## src/agp_bridge_pkg.sv

```systemverilog
`default_nettype none
package agp_bridge_pkg;

	// Register indices; byte address on the bus is four times the index
	localparam logic [7:0] IDX_SEC_STATUS   = 8'h1E;
	localparam logic [7:0] IDX_NP_BASE      = 8'h20;
	localparam logic [7:0] IDX_NP_LIMIT     = 8'h22;
	localparam logic [7:0] IDX_PF_BASE      = 8'h24;
	localparam logic [7:0] IDX_PF_LIMIT     = 8'h26;

	// Secondary status layout; reset value equals the hardwired pattern
	localparam logic [15:0] SEC_STATUS_RESET = 16'h02A0;
	localparam int          PARITY_BIT       = 15;
	localparam int          MASTER_ABORT_BIT = 13;
	localparam int          TARGET_ABORT_BIT = 12;
	localparam int          SIG_ABORT_BIT    = 11;
	localparam int          TIMING_HI        = 10;
	localparam int          TIMING_LO        = 9;
	localparam logic [1:0]  TIMING_MEDIUM    = 2'h1;
	localparam int          MSTR_PARITY_BIT  = 8;
	localparam int          B2B_BIT          = 7;
	localparam int          HIGH_SPEED_BIT   = 5;

	// Window register layout
	localparam int          FIELD_LSB        = 4;
	localparam int          FIELD_W          = 12;
	localparam int          LANE_W           = 8;
	localparam logic [3:0]  FIELD_PAD        = 4'h0;
	localparam logic [15:0] NP_BASE_RESET    = 16'hFFF0;
	localparam logic [15:0] NP_LIMIT_RESET   = 16'h0000;
	localparam logic [15:0] PF_BASE_RESET    = 16'hFFF0;
	localparam logic [15:0] PF_LIMIT_RESET   = 16'h0000;

	// Fill of the low address bits when comparing against a window
	localparam int          ADDR_LOW_W       = 20;
	localparam logic [19:0] BASE_LOW_FILL    = 20'h00000;
	localparam logic [19:0] LIMIT_LOW_FILL   = 20'hFFFFF;

	// Bus widths
	localparam int          WB_DATA_W        = 32;
	localparam int          REG_W            = 16;
	localparam logic [15:0] READ_PAD         = 16'h0000;

	typedef logic [FIELD_W-1:0] window_field_t;

	typedef struct packed {
		logic          parityErr;
		logic          masterAbort;
		logic          targetAbort;
		window_field_t npBase;
		window_field_t npLimit;
		window_field_t pfBase;
		window_field_t pfLimit;
		logic          fwdValid;
		logic          fwdNonPrefetch;
		logic          fwdPrefetch;
	} bridge_state_t;

	localparam bridge_state_t BRIDGE_RESET = '{
		parityErr:      1'b0,
		masterAbort:    1'b0,
		targetAbort:    1'b0,
		npBase:         NP_BASE_RESET[REG_W-1:FIELD_LSB],
		npLimit:        NP_LIMIT_RESET[REG_W-1:FIELD_LSB],
		pfBase:         PF_BASE_RESET[REG_W-1:FIELD_LSB],
		pfLimit:        PF_LIMIT_RESET[REG_W-1:FIELD_LSB],
		fwdValid:       1'b0,
		fwdNonPrefetch: 1'b0,
		fwdPrefetch:    1'b0
	};

	typedef struct packed {
		logic                 ack;
		logic [WB_DATA_W-1:0] rdData;
	} front_state_t;

	localparam front_state_t FRONT_RESET = '{ack: 1'b0, rdData: '0};

endpackage
`default_nettype wire

```

## src/cfg_port_if.sv

```systemverilog
`timescale 1ns/10ps
`default_nettype none
// Register access strobe between the bus front end and the register bank
interface cfg_port_if;
	logic        access;
	logic        write;
	logic [7:0]  index;
	logic [15:0] wrData;
	logic [1:0]  byteEn;
	logic [15:0] rdData;

	modport front (
		output access,
		output write,
		output index,
		output wrData,
		output byteEn,
		input  rdData
	);

	modport regs (
		input  access,
		input  write,
		input  index,
		input  wrData,
		input  byteEn,
		output rdData
	);
endinterface
`default_nettype wire

```

## src/agp_bridge_regs.sv

```systemverilog
// Chosen here: the Wishbone interface to the registers.
`timescale 1ns/10ps
`default_nettype none
// Functional notes
// - 16-bit secondary status, resets to 02A0h
// - Bit 15 set on AGP parity error
// - Bit 13 set on received master abort
// - Bit 12 set on received target abort
// - Error flags cleared only by writing one
// - Bit 11 always reads zero
// - Bits 10:9 always read 01
// - Bit 8 always reads zero
// - Bit 7 always reads one
// - Bit 5 always reads one
// - Forward non-prefetchable when base <= address <= limit
// - Window bits 15:4 writable, 3:0 read zero
// - Base compare treats A[19:0] as zero
// - Limit compare treats A[19:0] as FFFFFh
// - Non-prefetch base FFF0h, limit 0000h at reset
// - Forward prefetchable inside its window; base FFF0h
// - Prefetch limit at 26h, resets 0000h
module agp_bridge_regs #(
	parameter int ADDR_W = 8
) (
	input  wire logic              clock,
	input  wire logic              rst,
	input  wire logic              wbCyc,
	input  wire logic              wbStb,
	input  wire logic              wbWe,
	input  wire logic [ADDR_W-1:0] wbAdr,
	input  wire logic [3:0]        wbSel,
	input  wire logic [31:0]       wbDatWr,
	output logic [31:0]            wbDatRd,
	output logic                   wbAck,
	input  wire logic              parityErrorEvent,
	input  wire logic              masterAbortEvent,
	input  wire logic              targetAbortEvent,
	input  wire logic              hostMemValid,
	input  wire logic [31:0]       hostMemAddr,
	output logic                   fwdValid,
	output logic                   fwdNonPrefetch,
	output logic                   fwdPrefetch,
	output logic                   fwdToAgp
);
	// Index must fit the eight-bit register index without aliasing
	generate
		if (ADDR_W < 8 || ADDR_W > 10) begin : g_bad_addr
			$error("agp_bridge_regs: ADDR_W must lie between 8 and 10");
		end
	endgenerate

	agp_bridge_pkg::bridge_state_t st_ff;
	agp_bridge_pkg::bridge_state_t nxt_st;

	cfg_port_if port ();

	logic        npHit;
	logic        pfHit;
	logic        wrAccess;
	logic        statusWrite;
	logic [15:0] statusRead;
	logic [15:0] readMux;

	// Bus front end owns the ack timing and the read data register
	wb_cfg_front #(
		.ADDR_W (ADDR_W)
	) u_front (
		.clock   (clock),
		.rst     (rst),
		.wbCyc   (wbCyc),
		.wbStb   (wbStb),
		.wbWe    (wbWe),
		.wbAdr   (wbAdr),
		.wbSel   (wbSel),
		.wbDatWr (wbDatWr),
		.wbDatRd (wbDatRd),
		.wbAck   (wbAck),
		.port    (port.front)
	);

	// Window compares run on the live register contents
	mem_window_match u_np_match (
		.baseField  (st_ff.npBase),
		.limitField (st_ff.npLimit),
		.address    (hostMemAddr),
		.hit        (npHit)
	);

	mem_window_match u_pf_match (
		.baseField  (st_ff.pfBase),
		.limitField (st_ff.pfLimit),
		.address    (hostMemAddr),
		.hit        (pfHit)
	);

	// Byte-lane merge into a window field; nibble 3:0 has no storage
	function automatic agp_bridge_pkg::window_field_t mergeField(
		input agp_bridge_pkg::window_field_t oldField,
		input logic [15:0]                   data,
		input logic [1:0]                    be
	);
		agp_bridge_pkg::window_field_t f;
		f = oldField;
		if (be[0]) begin
			f[agp_bridge_pkg::LANE_W-agp_bridge_pkg::FIELD_LSB-1:0] =
				data[agp_bridge_pkg::LANE_W-1:agp_bridge_pkg::FIELD_LSB];
		end
		if (be[1]) begin
			f[agp_bridge_pkg::FIELD_W-1:agp_bridge_pkg::LANE_W-agp_bridge_pkg::FIELD_LSB] =
				data[agp_bridge_pkg::REG_W-1:agp_bridge_pkg::LANE_W];
		end
		return f;
	endfunction

	assign wrAccess    = port.access && port.write;
	// All three error flags live in the upper byte lane
	assign statusWrite = wrAccess && port.byteEn[1] &&
		(port.index == agp_bridge_pkg::IDX_SEC_STATUS);

	// Status image: hardwired pattern plus the three sticky flags
	always_comb begin
		statusRead = agp_bridge_pkg::SEC_STATUS_RESET;
		statusRead[agp_bridge_pkg::SIG_ABORT_BIT] = 1'b0;
		statusRead[agp_bridge_pkg::TIMING_HI:agp_bridge_pkg::TIMING_LO] =
			agp_bridge_pkg::TIMING_MEDIUM;
		statusRead[agp_bridge_pkg::MSTR_PARITY_BIT] = 1'b0;
		statusRead[agp_bridge_pkg::B2B_BIT] = 1'b1;
		statusRead[agp_bridge_pkg::HIGH_SPEED_BIT] = 1'b1;
		statusRead[agp_bridge_pkg::PARITY_BIT] = st_ff.parityErr;
		statusRead[agp_bridge_pkg::MASTER_ABORT_BIT] = st_ff.masterAbort;
		statusRead[agp_bridge_pkg::TARGET_ABORT_BIT] = st_ff.targetAbort;
	end

	// Read mux; unmapped indices answer with zero rather than an error
	always_comb begin
		case (port.index)
			agp_bridge_pkg::IDX_SEC_STATUS: begin
				readMux = statusRead;
			end
			agp_bridge_pkg::IDX_NP_BASE: begin
				readMux = {st_ff.npBase, agp_bridge_pkg::FIELD_PAD};
			end
			agp_bridge_pkg::IDX_NP_LIMIT: begin
				readMux = {st_ff.npLimit, agp_bridge_pkg::FIELD_PAD};
			end
			agp_bridge_pkg::IDX_PF_BASE: begin
				readMux = {st_ff.pfBase, agp_bridge_pkg::FIELD_PAD};
			end
			agp_bridge_pkg::IDX_PF_LIMIT: begin
				readMux = {st_ff.pfLimit, agp_bridge_pkg::FIELD_PAD};
			end
			default: begin
				readMux = agp_bridge_pkg::READ_PAD;
			end
		endcase
	end

	assign port.rdData = readMux;

	// Next state: register writes, sticky flags, forwarding decode
	always_comb begin
		nxt_st = st_ff;

		// Clear first, then set, so an event in the clearing cycle survives
		if (statusWrite && port.wrData[agp_bridge_pkg::PARITY_BIT]) begin
			nxt_st.parityErr = 1'b0;
		end
		if (statusWrite && port.wrData[agp_bridge_pkg::MASTER_ABORT_BIT]) begin
			nxt_st.masterAbort = 1'b0;
		end
		if (statusWrite && port.wrData[agp_bridge_pkg::TARGET_ABORT_BIT]) begin
			nxt_st.targetAbort = 1'b0;
		end
		if (parityErrorEvent) begin
			nxt_st.parityErr = 1'b1;
		end
		if (masterAbortEvent) begin
			nxt_st.masterAbort = 1'b1;
		end
		if (targetAbortEvent) begin
			nxt_st.targetAbort = 1'b1;
		end

		// Window fields take only bits 15:4 of a write
		if (wrAccess) begin
			case (port.index)
				agp_bridge_pkg::IDX_NP_BASE: begin
					nxt_st.npBase = mergeField(st_ff.npBase, port.wrData, port.byteEn);
				end
				agp_bridge_pkg::IDX_NP_LIMIT: begin
					nxt_st.npLimit = mergeField(st_ff.npLimit, port.wrData, port.byteEn);
				end
				agp_bridge_pkg::IDX_PF_BASE: begin
					nxt_st.pfBase = mergeField(st_ff.pfBase, port.wrData, port.byteEn);
				end
				agp_bridge_pkg::IDX_PF_LIMIT: begin
					nxt_st.pfLimit = mergeField(st_ff.pfLimit, port.wrData, port.byteEn);
				end
				default: begin
					nxt_st.fwdValid = st_ff.fwdValid;
				end
			endcase
		end

		// Decode registered one cycle; a window write lands before it is used
		nxt_st.fwdValid       = hostMemValid;
		nxt_st.fwdNonPrefetch = hostMemValid && npHit;
		nxt_st.fwdPrefetch    = hostMemValid && pfHit;
	end

	// Reset leaves base above limit in both windows
	always_ff @(posedge clock) begin
		if (rst) begin
			st_ff <= agp_bridge_pkg::BRIDGE_RESET;
		end else begin
			st_ff <= nxt_st;
		end
	end

	assign fwdValid       = st_ff.fwdValid;
	assign fwdNonPrefetch = st_ff.fwdNonPrefetch;
	assign fwdPrefetch    = st_ff.fwdPrefetch;
	// Nothing claims an address outside both windows
	assign fwdToAgp = st_ff.fwdNonPrefetch || st_ff.fwdPrefetch;
endmodule
`default_nettype wire

```

## src/mem_window_match.sv

```systemverilog
`timescale 1ns/10ps
`default_nettype none
// Inclusive compare of a 32-bit address against one 1 MB granular window
module mem_window_match (
	input  wire logic [11:0] baseField,
	input  wire logic [11:0] limitField,
	input  wire logic [31:0] address,
	output logic             hit
);
	logic [31:0] lowBound;
	logic [31:0] highBound;

	// Base expands with zeros, limit with ones, so bounds sit on 1 MB blocks
	assign lowBound  = {baseField, agp_bridge_pkg::BASE_LOW_FILL};
	assign highBound = {limitField, agp_bridge_pkg::LIMIT_LOW_FILL};
	// Base above limit gives an empty window
	assign hit = (address >= lowBound) && (address <= highBound);
endmodule
`default_nettype wire

```

## src/wb_cfg_front.sv

```systemverilog
`timescale 1ns/10ps
`default_nettype none
// Classic Wishbone slave: one access per request, ack one cycle later
module wb_cfg_front #(
	parameter int ADDR_W = 8
) (
	input  wire logic              clock,
	input  wire logic              rst,
	input  wire logic              wbCyc,
	input  wire logic              wbStb,
	input  wire logic              wbWe,
	input  wire logic [ADDR_W-1:0] wbAdr,
	input  wire logic [3:0]        wbSel,
	input  wire logic [31:0]       wbDatWr,
	output logic [31:0]            wbDatRd,
	output logic                   wbAck,
	cfg_port_if.front              port
);
	agp_bridge_pkg::front_state_t st_ff;
	agp_bridge_pkg::front_state_t nxt_st;

	// Ack high blocks a second access from the same held request
	assign port.access = wbCyc && wbStb && !st_ff.ack;
	assign port.write  = wbWe;
	assign port.index  = 8'(wbAdr[ADDR_W-1:2]);
	assign port.wrData = wbDatWr[agp_bridge_pkg::REG_W-1:0];
	assign port.byteEn = wbSel[1:0];
	assign wbAck       = st_ff.ack;
	assign wbDatRd     = st_ff.rdData;

	// Read data captured with the access, held until the next one
	always_comb begin
		nxt_st = st_ff;
		nxt_st.ack = port.access;
		if (port.access) begin
			nxt_st.rdData = {agp_bridge_pkg::READ_PAD, port.rdData};
		end
	end

	always_ff @(posedge clock) begin
		if (rst) begin
			st_ff <= agp_bridge_pkg::FRONT_RESET;
		end else begin
			st_ff <= nxt_st;
		end
	end
endmodule
`default_nettype wire
```

## config.mk

```make
export PLATFORM = sky130hd
export DESIGN_NAME = agp_bridge_regs
export DESIGN_NICKNAME = d
export VERILOG_FILES = /design/src/agp_bridge_pkg.sv /design/src/cfg_port_if.sv /design/src/agp_bridge_regs.sv /design/src/mem_window_match.sv /design/src/wb_cfg_front.sv
export SDC_FILE = /design/constraint.sdc
export NUM_CORES = 1
export LEC_CHECK = 0
export ABC_AREA = 1
export BUFFER_PORTS_ARGS = -buffer_cell sky130_fd_sc_hd__buf_2
export CAP_MARGIN = 20
export CORE_UTILIZATION = 42
export DETAILED_ROUTE_END_ITERATION = 7
export PLACE_DENSITY = 0.66
export SLEW_MARGIN = 20
export SYNTH_ARGS = -nofsm -noshare
export SYNTH_HDL_FRONTEND = slang
export SYNTH_SLANG_ARGS = --single-unit
```

## constraint.sdc

```tcl
create_clock -name clock -period 2.1 [get_ports clock]
set_input_delay 0.21 -clock clock [delete_from_list [all_inputs] [get_ports clock]]
set_output_delay 0.21 -clock clock [all_outputs]
set_load 0.01 [all_outputs]
```

Yosys cells after proc, flatten, opt, wreduce, memory -nomap -nowiden

Index checks and enable logic that the tools add are counted.

Magnitude comparators: 4
Equality and inequality tests: 5
Muxes and demuxes: 7
Reduce and logical (&&, ||, !) cells: 25

Operators with widths:

| cell                 | count |
|---|---|
| $pmux W16 S5         | 1 |
| $ge A32 B32 Y1       | 2 |
| $le A32 B32 Y1       | 2 |
| $eq A6 B6 Y1 const B | 4 |
| $reduce_and A3 Y1    | 8 |
| $logic_and A1 B1 Y1  | 12 |
| $eq A6 B5 Y1 const B | 1 |
| $mux W1              | 6 |
| $reduce_bool A2 Y1   | 3 |
| $logic_not A1 Y1     | 1 |
| $logic_or A1 B1 Y1   | 1 |

Flip-flop bits (word level): 71
Bits of input ports: 85
Output and inout port bits: 37
Logic and storage cells: 57

Logic depth before layout (Yosys ltp)

Gate-level depths: netlist of run 1.

Word-level depth: 8
Depth in mapped cells: 11
Gate-level depth less buffers: 11

By module

A second synthesis of run 1 with hierarchy kept.

Cells, all modules: 843
Area, all modules: 5292.6 µm²

By module, submodules not included:

| module           | instances | cells each | area an instance (µm²) | seq. area each (µm²) |
|---|---|---|---|---|
| agp_bridge_regs  | 1         | 365        | 2538.7                 | 1081.0 |
| mem_window_match | 2         | 164        | 860.8                  | 0.0 |
| wb_cfg_front     | 1         | 150        | 1032.2                 | 340.3 |

Worst setup path after synthesis of run 1

No wires, ideal clock.

Path type: reg-to-reg
From: reg u_front.st_ff, in the netlist u_front.wbAck
To: reg st_ff[49] in the netlist's numbering
Library setup time: 135 ps
Arrival: 1144 ps
Required time: 1965 ps
Setup slack: 821 ps
Stages on the path, launching flop included: 9
Buffers on the path: 1
Period minus slack after synthesis: 1279 ps
Path through: dfxtp_1 > nor2_8 > nand3_4 > inv_1 > nand2_4 > clkinv_2 > buf_6 > nand2_1 > o211ai_2

Cells in the longest elaborated chain, start to end: 4

Ends and longest elaborated chain:

| item                        | RTL line               | text |
|---|---|---|
| start: declaration          | wb_cfg_front.sv:19     | `agp_bridge_pkg::front_state_t st_ff;` |
| start signal: assignment    | wb_cfg_front.sv:42     | `st_ff <= agp_bridge_pkg::FRONT_RESET;` |
| start signal: assignment    | wb_cfg_front.sv:44     | `st_ff <= nxt_st;` |
| $logic_not A1 Y1            | wb_cfg_front.sv:23     | `assign port.access = wbCyc && wbStb && !st_ff.ack;` |
| $logic_and A1 B1 Y1         | wb_cfg_front.sv:23     |  |
| $logic_and A1 B1 Y1         | agp_bridge_regs.sv:115 | `assign wrAccess = port.access && port.write;` |
| $reduce_and A3 Y1 (no line) | --                     |  |
| end signal: assignment      | agp_bridge_regs.sv:214 | `st_ff <= agp_bridge_pkg::BRIDGE_RESET;` |
| end signal: assignment      | agp_bridge_regs.sv:216 | `st_ff <= nxt_st;` |
| end: declaration            | agp_bridge_regs.sv:52  | `agp_bridge_pkg::bridge_state_t st_ff;` |

Every way passes these cells.
A chain may end at the register's enable or synchronous reset.

Worst setup path in the final report of run 1

From: reg u_front.st_ff, in the netlist u_front.wbAck
To: reg u_front.st_ff, in the netlist u_front.wbDatRd[9]

Cells in the longest elaborated chain, start to end: 2

Ends and longest elaborated chain:

| item                | RTL line |
|---|---|
| $logic_not A1 Y1    | wb_cfg_front.sv:23 |
| $logic_and A1 B1 Y1 | wb_cfg_front.sv:23 |

Every way passes these cells.

==> results of run 1 <==
==> sequential cells by signal (all words and copies together), names as in the netlist <==
register,flops
fwdValid,1
st_ff,51
fwdNonPrefetch,1
fwdPrefetch,1
u_front.wbAck,1
u_front.wbDatRd,12
==> report_power, final <==
| group | internal [mW] | total [mW] | switching (mW) |
|---|---|---|---|
| sequential | 1.28 | 1.29 | 0.00742 |
| clock | 0.575 | 1.08 | 0.503 |
| combinational | 0.131 | 0.368 | 0.237 |
| total | 1.99 | 2.74 | 0.747 |
==> per-layer routing <==
layer / part of all wire / wire length (um) / global-route usage
met1: 0.45 / 5300 / 0.295
met2: 0.47 / 5460 / 0.372
met3: 0.057 / 671 / 0.0383
met4: 0.021 / 245 / 0.0885
met5: 0 / 0 / 0
==> cell usage in the layout (no fill, tap or decap), drive strengths merged <==
cell type  instances
nor3               1
inv               79
nand4             10
a21oi             52
nor2              68
ha                48
clkinv             5
nand2            139
o211ai            22
a22oi              3
or2                1
bufinv             1
a21o               2
nand3             37
buf               83
dfxtp             67
clkbuf            11
clkinvlp           1
o21ai             45
o21bai             2
o21a               2
conb              20
o22ai              3
and2               3
==> layout make-up <==
class | instances | area, um2
well taps | 136 | 170
clock inverters | 5 | 52.6
fillers | 1054 | 5210
multi-input cells | 458 | 2670
repair buffers | 83 | 430
clock buffers | 11 | 141
flip-flops and latches | 67 | 1340
inverters | 81 | 305
==> synth_stat cells <==
| cell | instances |
|---|---|
| a22oi_1 | 3 |
| ha_1 | 48 |
| o21bai_1 | 2 |
| conb_1 | 1 |
| o211ai_2 | 4 |
| buf_6 | 4 |
| clkinv_1 | 1 |
| o21a_1 | 2 |
| dfxtp_1 | 67 |
| o211ai_1 | 18 |
| o21ai_0 | 37 |
| inv_2 | 10 |
| nor2_2 | 3 |
| clkinv_2 | 1 |
| a21o_1 | 2 |
| nand2_2 | 8 |
| nand2_1 | 127 |
| nand2_4 | 4 |
| and2_1 | 3 |
| nand4_1 | 10 |
| or2_2 | 1 |
| nand3_4 | 1 |
| nor2_1 | 55 |
| o22ai_1 | 3 |
| o21ai_1 | 8 |
| nor2_8 | 4 |
| nand3_1 | 36 |
| nor2_4 | 6 |
| a21oi_1 | 52 |
| inv_1 | 69 |
| buf_4 | 21 |
| clkbuf_1 | 7 |
| nor3_2 | 1 |
==> worst max-delay path, delay by kind of cell, from the launching register on <==
kind	cells	cell delay [ns]
AND/OR/NAND/NOR	5	0.91
flip-flops	1	0.36
buffers and inverters	1	0.21
==> cell families after synthesis <==
kind of cell / after synthesis / synth area share
other cells: 1 / 0.000838
compound gates: 131 / 0.169
simple gates: 259 / 0.277
buf+inv: 113 / 0.119
fa+ha+maj: 48 / 0.134
flops: 67 / 0.300
==> worst max path at each step <==
stage	from	end	slack (ns)	cells after the start
2_1_floorplan	u_front.wbAck$_SDFF_PP0_	st_ff[49]$_SDFFE_PP1P_	0.82	8
3_3_place_gp	wbCyc	u_front.wbDatRd[9]$_SDFFE_PP0N_	0.55	8
3_5_place_dp	wbCyc	u_front.wbDatRd[9]$_SDFFE_PP0N_	0.52	8
4_1_cts	u_front.wbAck$_SDFF_PP0_	u_front.wbDatRd[9]$_SDFFE_PP0N_	0.51	6
5_1_grt	u_front.wbAck$_SDFF_PP0_	u_front.wbDatRd[9]$_SDFFE_PP0N_	0.44	6
6_report	u_front.wbAck$_SDFF_PP0_	u_front.wbDatRd[9]$_SDFFE_PP0N_	0.50	6
==> flow_summary.ini, run 1 <==
[run_status]
status = completed

[synth]
synthesis.area_mm2 = 0.00448
ys_top_cells_by_area = dfxtp_1 (30%), ha_1 (13%), nand2_1 (11%), a21oi_1 (5.8%), inv_1 (5.8%)
synth_top_area_cell = dfxtp_1
yosysSeqAreaShare = 0.300
syn_area_per_cell_um2 = 7.23
synth_cells = 619
ys_types = 33
ys_seq_elements = 67
ys_warn_count = 0
yosysTopAreaCellShare = 0.300

[cts]
ctsHoldBuffers = 0
cts-root-buf = clkbuf_8
cts_sinks = 67
clkSlewWorstSetupHoldPaths_ns = 0.08
cts_tree = built
cts_buffers = 9
cts_resized = 0
clock_insertion_delay_worst_skew_ns = 0.36
cts_setup_buffers = 0
clk_path_buf_depth = 2
htreeDepth = 3

[floorplan]
die_w_um = 105
die_y_um = 105
core_area_mm2 = 0.0103
io_pins = 122
start_util = 0.434
num_rows = 37
dieArea_mm2 = 0.0111

[grt]
grt_pass1_vias = 4074
grt_max_degree = 55
antenna_found_initial = 0
grt_pass1_wl_mm = 19.5
grtUsageTotal = 0.226
overflow = 0

[place]
pre_cts_ws_ns = 0.524
placed_area_mm2 = 0.00492
placed_cells = 825
place.gp.congestion = 0.840
dpl.hpwl_mm = 9.37
portBuffers = 77

[setup_path]
path_common_cell = nor2_1
r2r_cells = 6
cp.arrival_ns = 1.85
r2r_start = u_front.wbAck$_SDFF_PP0_
slowest_delay_ns = 0.36
crit_fanout = 10
setup.worst_path.class = flip-flop to flip-flop
path_cells = nor2_8, inv_1, nor2_1, nand3_1, nor2_1, nor2_1
r2r_slack_ns = 0.50
startpoint_type = flip-flop
worst_setup_path_end_kind = flip-flop
cp.required_ns = 2.35
r2r-end = u_front.wbDatRd[9]$_SDFFE_PP0N_
cp_slowest_cell = dfxtp_1

[timing]
hold_slack_ns = 0.0711
final.setup.tns_ns = 0
fin_crit_sh = 0.763
setup_viol = 0
timing.fmax_mhz = 624
drv_slew = 0
hold_viol = 0
timing.final.ws_setup_ns = 0.497
max-slew-margin-rel = 0.630
worst_pin_slew_ns = 0.552
grt_setup_unrepaired = false
fin_crit_ns = 1.60
fin_skew_ns = 0.0115

[hold_path]
hp-class = input pin to flip-flop
whs_path_depth = 3
min-delay-start = parityErrorEvent
whs_endpoint = st_ff[53]$_SDFFE_PP0P_

[routing]
routed_via_density = 4.98
dr.first_iter.drc_count = 291
totalWireLength_mm = 11.7
drtAntennaViolNets = 0
drt_drc_violations_left = 0
num_vias = 4188
wl_per_cell_um = 13.9
firstDrtPassIters = 5

[power]
power.density_mw_per_mm2 = 535
ir_worst_vdd_uv = 299
power.leakage_nw = 2.56
finalPower_mw = 2.74

[finish]
stdcell_count = 841
final_util = 0.495
drive_gt1_frac = 0.200
nets = 833
diodes = 0
area_growth_pct = 14.2
fin_area_mm2 = 0.00511

[flow_run]
drv_cap = 0
Note: power is estimated with default switching activity, not from simulation.
==> run 2, diff against run 1 <==
ABC_AREA = 0   (was 1)
PLACE_DENSITY = 0.7   (was 0.66)
clock period = 1.33 ns   (was 2.1 ns; I/O delays follow)
==> run 2 against run 1 <==
The run now ends with setup timing left. Synthesized cell count down 19%. Routed wire length is 28% higher. Critical path depth is 1 lower. Final cell count down 3.1%. Die area shrank 7.6%. Critical path type unchanged. First-iteration DRC count increased by 18%. Clock power is 81% higher. Highest routed layer unchanged. Via count increased by 10%. Clock skew shrank 0.0045 ns. Sequential power rose by 58%.
==> flow_summary.ini, run 2 <==
[cts]
cts-root-buf = clkbuf_8
clk_path_buf_depth = 2
clkSlewWorstSetupHoldPaths_ns = 0.08
cts_tree = built
cts_buffers = 9
cts_sinks = 67
clock_insertion_delay_worst_skew_ns = 0.36
htreeDepth = 3

[synth]
async_flop_share = 0
synthesis.area_mm2 = 0.00413
ys_seq_elements = 67
ys_top_cells_by_area = dfxtp_1 (32%), ha_1 (15%), a21oi_1 (5.9%), buf_4 (4.5%), inv_1 (4.5%)
yosysTopAreaCellShare = 0.325
netlist_top_cells_count = dfxtp_1 (67), inv_1 (50), a21oi_1 (49)
yosysSeqAreaShare = 0.325
ys_warn_count = 0
synth_most_common_cell = dfxtp_1
synth_top_area_cell = dfxtp_1
ys_types = 40
synth_cells = 499
syn_area_per_cell_um2 = 8.28
synth_edf_count = 0
synth_ff_type = dfxtp_1

[run_status]
failed_checks = setup timing
status = finished with violations

[finish]
final_cell_mix = buf_4 (92), buf_2 (75), dfxtp_1 (46), inv_1 (38), nand2_1 (32)
final_common_cell = buf_4
area_growth_pct = 56.2
diodes = 0
fin_area_mm2 = 0.00645
nets = 814
fillCellCount = 681
largest_reg_flops = 51
drive_gt1_frac = 0.506
top_register = st_ff

[grt]
antenna_found_initial = 0
grt_max_degree = 54
overflow = 0
grt_pass1_vias = 4288
grtUsageTotal = 0.276
grt_pass1_wl_mm = 21.4

[floorplan]
core_area_mm2 = 0.00937
num_rows = 35
start_util = 0.441
dieArea_mm2 = 0.0102
io_pins = 122
die_y_um = 101
die_w_um = 101

[timing]
hold_slack_ns = 0.0409
timing.final.ws_setup_ns = -0.223
hold_viol = 0
fin_crit_ns = 1.55
setup_viol = 61
grt_setup_unrepaired = true
timing.fmax_mhz = 644
fin_skew_ns = 0.00703
drv_slew = 0
fin_crit_sh = 1.17

[hold_path]
hp-class = input pin to flip-flop
whs_path_depth = 3

[setup_path]
startpoint_type = flip-flop
cp.required_ns = 1.58
cp.arrival_ns = 1.81
path_cells = and3b_2, and3_4, and2_4, nor2_2, a211o_1
cp_slowest_cell = dfxtp_2
cp_top_family = simple AND/OR/NAND/NOR gates
setup.worst_path.class = flip-flop to flip-flop
path_buf_inv = 0
worst_setup_path_end_kind = flip-flop
slowest_delay_ns = 0.32
r2r_cells = 5
crit_fanout = 6
crit_cells = 5

[flow_run]
drv_cap = 0

[routing]
totalWireLength_mm = 14.9
dr.first_iter.drc_count = 342
drt_drc_violations_left = 0
num_vias = 4610
firstDrtPassIters = 7
drtAntennaViolNets = 0
wl_per_cell_um = 18.3
routed_via_density = 5.66

[power]
power.density_mw_per_mm2 = 724
power.leakage_nw = 2.86
ir_worst_vdd_uv = 668
finalPower_mw = 4.67

[place]
placed_area_mm2 = 0.00530
dpl.hpwl_mm = 9.74
place.gp.congestion = 0.910
portBuffers = 77
[run 2: cell count changes in the layout (fill, tap and decap cells not counted), sizes merged, moves of 14 or more]
| cell | before | now |
|---|---|---|
| nand3 | 37 | 17 |
| inv | 79 | 51 |
| o21ai | 45 | 14 |
| nor2 | 68 | 42 |
| nand2 | 139 | 43 |
| o211ai | 22 | 8 |
| buf | 83 | 192 |
[run 2: worst paths after layout]
path                                        start                              end  slack, ns
setup / recovery         u_front.wbAck$_SDFF_PP0_           st_ff[48]$_SDFFE_PP1P_      -0.22
hold / removal                         wbDatWr[4]           st_ff[39]$_SDFFE_PP1P_       0.04
setup reg to reg         u_front.wbAck$_SDFF_PP0_           st_ff[48]$_SDFFE_PP1P_      -0.22
hold reg to reg   u_front.wbDatRd[6]$_SDFFE_PP0N_  u_front.wbDatRd[6]$_SDFFE_PP0N_       0.50
[run 2: timing repair]
action                                 CTS  global route
pin swaps                               50            48
cloned                                   4             2
endpoints found under the hold margin    3             0
buffers inserted                         5             7
hold buffers                             3             0
setup endpoints to repair               65            65
resized for setup                       83            94
[run 2: metrics by stage]
stage,setup slack [ns],TNS [ns],utilization,std cells
final,-0.223,-8.19,0.688,815
after global placement,-0.470,-25.56,0.566,779
after global routing,-0.301,-11.53,0.688,815
after CTS,-0.168,-6.33,0.634,806
after detailed placement,-0.513,-27.48,0.566,779
after floorplan,-0.388,-14.69,-,518
[run 2: where the power goes]
group	leakage, nW	internal, mW	switching (mW)
clock network	0.102	1.06	0.893
registers	0.550	2.02	0.0125
logic	2.21	0.299	0.381
[run 2: cells by family (layout without fill, tap and decap cells)]
family,after synthesis,after routing,synth area share
other,1,20,0.000908
adder cells (fa/ha/maj),48,48,0.145
AO/OA/AOI/OAI,127,127,0.206
AND/OR/NAND/NOR,148,149,0.180
multiplexers,12,12,0.0291
buffers and inverters,96,263,0.114
flip-flops,67,67,0.325
[run 2: cell type report]
type / count / area, um2 / area share
multi-input combinational: 356 / 3020 / 0.469
sequential: 67 / 1370 / 0.212
clock buffer: 9 / 124 / 0.0192
tap: 129 / 161 / 0.0250
timing repair buffer: 197 / 1480 / 0.229
inverter: 50 / 193 / 0.0299
clock inverter: 7 / 100 / 0.0155
[run 2: layer usage]
layer | up-vias | routed length, um | track usage
met5 | - | 0 | 0
met4 | 0 | 536 | 0.0936
met3 | 40 | 1170 | 0.0490
met2 | 244 | 6830 | 0.457
met1 | 2198 | 6360 | 0.361
li1 | 2128 | - | -
[run 2: worst min-delay path, cell delays in order]
cell     delay, ns
buf_2         0.11
mux2i_1       0.07
nand2_1       0.06
